`src/pvic_pkg.sv`:
```
// Package with constants and types of the priority vector interrupt controller
package pvic_pkg;
  localparam int unsigned NUM_SRC = 15;
  localparam int unsigned VEC_W = 12;
  localparam int unsigned IDX_W = 4;
  // Source index is priority number minus one; reset has no flag
  localparam logic [VEC_W-1:0] VEC_RESET = 12'h000;
  localparam logic [NUM_SRC*VEC_W-1:0] VEC_TABLE = {
    12'h036, 12'h033, 12'h030, 12'h02A, 12'h027,
    12'h024, 12'h021, 12'h01B, 12'h018, 12'h015,
    12'h012, 12'h00F, 12'h009, 12'h006, 12'h003};
  // Sources whose flag is set only while enabled (none: input change in status reg 2 is not gated)
  localparam logic [NUM_SRC-1:0] GATED_SET_MASK = 15'h0000;
  localparam logic [NUM_SRC-1:0] FLAG_RST = 15'h0000;
  localparam logic [NUM_SRC-1:0] MASK_RST = 15'h0000;
  localparam logic GIE_RST = 1'b0;

  typedef struct packed {
    logic enable_instr;
    logic disable_instr;
    logic return_instr;
  } pvic_instr_t;

  typedef struct packed {
    logic valid;
    logic [VEC_W-1:0] vector;
    logic [IDX_W-1:0] src;
  } pvic_take_t;
endpackage

```
`src/pvic_ctrl.sv`:
```
// Top of the priority vector interrupt controller
// Operation
// Fifteen sources with fixed vectors, reset highest, then watchdog down to ext5.
// Each request held in its own flag until software clears it.
// Pending flag interrupts only when its mask bit and global enable set.
// Enable instruction sets global enable; disable instruction clears it.
// Taken interrupt redirects next fetch to that source's vector.
// Service routine clears its flag before return and before re-enabling.
// Status register 2 flags set regardless of mask, except input change; GATED_SET_MASK is zero, so input change also sets when masked.
// Return-from-interrupt also sets global enable like the enable instruction.
// Several pending enabled requests: lowest priority number served first.
// Taking an interrupt clears global enable until return or enable.
`timescale 1ns/1ps
module pvic_ctrl #(
  parameter int unsigned NUM_SRC = pvic_pkg::NUM_SRC
) (
  input wire logic clk_in,
  input wire logic rst_n_in,
  input wire logic [NUM_SRC-1:0] event_in,
  input wire logic [NUM_SRC-1:0] flag_clr_in,
  input wire logic [NUM_SRC-1:0] mask_wdata_in,
  input wire logic mask_we_in,
  input wire pvic_pkg::pvic_instr_t instr_in,
  input wire logic fetch_ack_in,
  output pvic_pkg::pvic_take_t take_out,
  output logic [NUM_SRC-1:0] flags_out,
  output logic [NUM_SRC-1:0] mask_out,
  output logic gie_out
);
  if (NUM_SRC != pvic_pkg::NUM_SRC) begin : g_chk
    $error("pvic_ctrl: vector table holds exactly fifteen sources");
  end

  typedef struct packed {
    logic [NUM_SRC-1:0] flags;
    logic [NUM_SRC-1:0] mask;
    logic gie;
    pvic_pkg::pvic_take_t take;
  } pvic_state_t;

  pvic_state_t st_r;
  pvic_state_t st_nxt;
  logic [NUM_SRC-1:0] set_vec;
  logic [NUM_SRC-1:0] pend_vec;
  logic pick_any;
  logic [pvic_pkg::IDX_W-1:0] pick_idx;

  for (genvar g = 0; g < NUM_SRC; g++) begin : g_src
    // Gated sources only latch while enabled; others always latch
    assign set_vec[g] = event_in[g] &
      (~pvic_pkg::GATED_SET_MASK[g] | (st_r.mask[g] & st_r.gie));
    assign pend_vec[g] = st_r.flags[g] & st_r.mask[g] & st_r.gie;
  end

  pvic_pick #(.N(NUM_SRC)) u_pick (
    .req_in(pend_vec),
    .any_out(pick_any),
    .idx_out(pick_idx)
  );

  always_comb begin
    st_nxt = st_r;
    // Set wins over a clear in the same cycle
    st_nxt.flags = (st_r.flags & ~flag_clr_in) | set_vec; // see R02
    if (mask_we_in) begin
      st_nxt.mask = mask_wdata_in;
    end
    if (instr_in.disable_instr) begin
      st_nxt.gie = 1'b0;
    end
    if (instr_in.enable_instr || instr_in.return_instr) begin
      st_nxt.gie = 1'b1; // see R04
    end
    if (st_r.take.valid) begin
      // Redirect held until fetch logic consumes it
      if (fetch_ack_in) begin
        st_nxt.take.valid = 1'b0;
      end
    end else if (pick_any) begin
      st_nxt.take.valid = 1'b1;
      st_nxt.take.src = pick_idx;
      st_nxt.take.vector =
        pvic_pkg::VEC_TABLE[pick_idx*pvic_pkg::VEC_W +: pvic_pkg::VEC_W]; // see R01
      st_nxt.gie = 1'b0;
    end
  end

  always_ff @(posedge clk_in or negedge rst_n_in) begin
    if (!rst_n_in) begin
      st_r.flags <= pvic_pkg::FLAG_RST;
      st_r.mask <= pvic_pkg::MASK_RST;
      st_r.gie <= pvic_pkg::GIE_RST;
      st_r.take.valid <= 1'b0;
      st_r.take.vector <= pvic_pkg::VEC_RESET;
      st_r.take.src <= '0;
    end else begin
      st_r <= st_nxt;
    end
  end

  assign take_out = st_r.take;
  assign flags_out = st_r.flags;
  assign mask_out = st_r.mask;
  assign gie_out = st_r.gie;
endmodule // pvic_ctrl

```
`src/pvic_pick.sv`:
```
// Fixed priority picker of the interrupt controller
`timescale 1ns/1ps
module pvic_pick #(
  parameter int unsigned N = pvic_pkg::NUM_SRC
) (
  input wire logic [N-1:0] req_in,
  output logic any_out,
  output logic [pvic_pkg::IDX_W-1:0] idx_out
);
  if (N > (1 << pvic_pkg::IDX_W)) begin : g_chk
    $error("pvic_pick: too many sources");
  end
  always_comb begin
    any_out = 1'b0;
    idx_out = '0;
    // Scan from low priority upward so the lowest index wins
    for (int i = N - 1; i >= 0; i--) begin
      if (req_in[i]) begin
        any_out = 1'b1;
        idx_out = pvic_pkg::IDX_W'(i);
      end
    end
  end
endmodule // pvic_pick

```
`config.mk`:
```
export PLATFORM = sky130hd
export DESIGN_NAME = pvic_ctrl
export DESIGN_NICKNAME = d
export VERILOG_FILES = /design/src/pvic_pkg.sv /design/src/pvic_ctrl.sv /design/src/pvic_pick.sv
export SDC_FILE = /design/constraint.sdc
export NUM_CORES = 1
export LEC_CHECK = 0
export BUFFER_PORTS_ARGS = -buffer_cell sky130_fd_sc_hd__buf_2
export CORE_ASPECT_RATIO = 0.9
export CORE_MARGIN = 2
export CORE_UTILIZATION = 50
export DETAILED_ROUTE_END_ITERATION = 6
export PLACE_DENSITY = 0.85
export SLEW_MARGIN = 40
export SYNTH_ARGS = -nofsm -noshare
export SYNTH_HDL_FRONTEND = slang
export SYNTH_SLANG_ARGS = --single-unit
```
`constraint.sdc`:
```
create_clock -name clk_in -period 5.58 [get_ports clk_in]
set_input_delay 0.279 -clock clk_in [delete_from_list [all_inputs] [get_ports clk_in]]
set_output_delay 0.279 -clock clk_in [all_outputs]
set_load 0.02 [all_outputs]
```
==> results.py <==
metrics = {
    "run_status": {
        "status": "complete, no violations",
    },
    "floorplanning": {
        "initial_core_util_pct": 52.2,
        "core_region_area_um2": 4070,
        "rows": 22,
        "die_h_um": 65.9,
        "die_area_um2": 4800,
        "ios": 100,
        "fp.dieW_um": 72.8,
    },
    "yosys": {
        "ys_types": 46,
        "async_flop_share_pct": 100,
        "synth-seq-cells": 42,
        "synth_top_area_share_pct": 49.4,
        "yosysWarnings": 0,
        "netlist_area_um2": 2130,
        "yosys.cell_count.top_type": "dfrtp_1",
        "synth_common_cells": "dfrtp_1, inv_1, a21o_1, nand2_1, mux2_2",
        "synth-edff-count": 0,
        "yosysSeqAreaShare_pct": 49.4,
        "synthFlopType": "dfrtp_1",
        "synth.area.top_cells": "dfrtp_1, mux2_2, a21o_1, inv_1, ha_1",
        "yosysTopAreaCell": "dfrtp_1",
        "syn_area_per_cell_um2": 11.2,
        "syn_inst": 190,
    },
    "worst_setup_path": {
        "required_ps": 5760,
        "crit_type": "register to register",
        "start_kind": "register",
        "cp_max_fo": 9,
        "cp_slowest_cell": "dfrtp_1",
        "arrival_ps": 2750,
        "crit_buf_inv": 1,
        "path_delay_family": "compound AO/OA/AOI/OAI gates",
        "worstPathCellList": "and3_1 -> a32o_1 -> o221a_2 -> o22ai_2 -> inv_1 -> ha_1 -> or3_1 -> a31oi_1 -> a2bb2oi_1",
        "cp-end-kind": "register",
        "critPathMaxStageDelay_ps": 480,
    },
    "global_routing": {
        "grt_remaining_overflow": 0,
        "grt_use_total_pct": 21.3,
        "antenna_found_initial": 0,
        "grt_pass1_vias": 1701,
        "grt_pass1_wl_mm": 7.82,
        "grt_start_max_net_pins": 43,
    },
    "timing": {
        "drv_slew": 0,
        "tns_ps": 0,
        "period_share_pct": 46.2,
        "hold_slack_ps": 150,
        "maxSlewHeadroom_pct": 62.0,
        "setup_viol": 0,
        "fmax_ghz": 0.388,
        "finalHoldViolCount": 0,
        "skew_ps": 6.78,
        "rsz0062_at_grt": "no",
        "period_minus_slack_ps": 2580,
        "tightestPinTransition_ps": 569,
    },
    "clock_network": {
        "path_clk_slew_ps": 80,
        "ctsHtreeMaxLevel": 2,
        "cts_root_buffer": "clkbuf_8",
        "ctsLongestPathBuffers": 2,
        "clk_latency_ps": 300,
        "cts_tree": "done",
        "ctsResizeCount": 0,
        "cts_buffers": 5,
        "cts_sinks": 42,
    },
    "power_and_ir_drop": {
        "p_total_mw": 1.21,
        "ir_worst_vdd_mv": 0.248,
        "power.leakage_nw": 1.44,
        "powerDensity_nw_per_um2": 437,
    },
    "final_layout": {
        "diodes": 0,
        "nets": 344,
        "finalCoreUtilization_pct": 67.8,
        "areaGrowthSynthToFinish_pct": 29.9,
        "multi_input_area_um2": 950,
        "drive_gt1_share_pct": 45.3,
        "ff_latch_area_um2": 1050,
        "fillers": 315,
    },
    "detailed_routing": {
        "route.vias.total": 1789,
        "drtIter0Drc": 111,
        "drc": 0,
        "wl_mm": 4.67,
        "ant_nets": 0,
        "via_per_inst": 5.34,
        "first_pass_iters": 5,
        "wl_per_cell_um": 13.9,
    },
    "placed_design": {
        "routabilityCongestion": 0.858,
        "io_buffer_count": 93,
        "hpwl_mm": 3.64,
    },
    "worst_hold_path": {
        "hold_path_class": "input pin to register",
    },
    "flow_run": {
        "max-cap-violations": 0,
    },
}
[placed cells by master (no fill, tap or decap), drive strengths merged, types with 3 or more instances in the layout]
cell,synthesis,layout
buf,7,93
ha,6,6
dfrtp,42,42
mux2,17,17
nand2,17,17
a21o,17,17
o21ai,7,7
a21oi,4,4
a211oi,3,3
nor2,6,6
conb,1,6
a32o,3,3
a22oi,4,4
clkbuf,3,6
inv,22,22
[report_power, final]
part           switching (mW)  internal, mW
Clock                   0.105         0.191
Combinational           0.293         0.203
Sequential             0.0539         0.362
Total                   0.452         0.756
[timing repair]
item                      CTS  global route
hold endpoints to repair   42             0
hold buffers                1             0
setup buffers               0             0
[metal layers]
metal / global-route usage (%) / up-vias / part of all wire, % / wire length [um]
met3: 5.34 / 4 / 7.1 / 330
met4: 7.41 / 0 / 0.94 / 44
met2: 34.8 / 75 / 48 / 2230
met5: 0 / - / 0 / 0
met1: 27.6 / 858 / 44 / 2070
li1: - / 852 / - / -
[worst register-to-register path: cells and delay by family, from the launching register on]
family	cells	cell delay [ps]
AOI/OAI and AO/OA	5	1060
adders and majority gates	1	220
buffers and inverters	1	140
DFF	1	480
and+or+nand+nor	2	560
[state kept, by name (all words and copies together), names as in the netlist]
name and flops:
flags_out 15, take_out 11, mask_out 15, gie_out 1
[worst paths after layout]
check / startpoint / endpoint / slack [ps] / depth (start not counted)
worst max-delay path: gie_out / take_out[4] / 3000 / 9
worst min-delay path: event_in[7] / flags_out[7] / 150 / 2
worst max register to register: gie_out / take_out[4] / 3000 / 9
worst min register to register: take_out[8] / take_out[8] / 480 / 1
max in group asynchronous: rst_n_in / mask_out[12] / 4740 / 2
min in group asynchronous: rst_n_in / flags_out[2] / 490 / 2
[through the flow]
step	cells	cell area [um^2]	setup WS [ps]
after floorplan	195	2150	3130
after global placement	326	2610	3120
after global routing	335	2760	2850
final	335	2760	3000
after CTS	335	2760	3000
after detailed placement	326	2610	3020
[logic make-up after synthesis]
logic type / synth area share, %
simple gates: 7.88
compound gates: 22.0
mux: 10.1
other cells: 0.176
flops: 49.4
fa+ha+maj: 3.53
buf+inv: 6.88
[area by class of cell]
type | instances | area share (%)
Clock buffer | 6 | 2.99
Sequential cell | 42 | 38.0
Inverter | 22 | 2.99
Clock inverter | 2 | 2.17
Multi-Input combinational cell | 121 | 34.4
Tap cell | 48 | 2.17
Timing Repair Buffer | 94 | 17.3
Note: power is estimated with default switching activity, not from simulation.
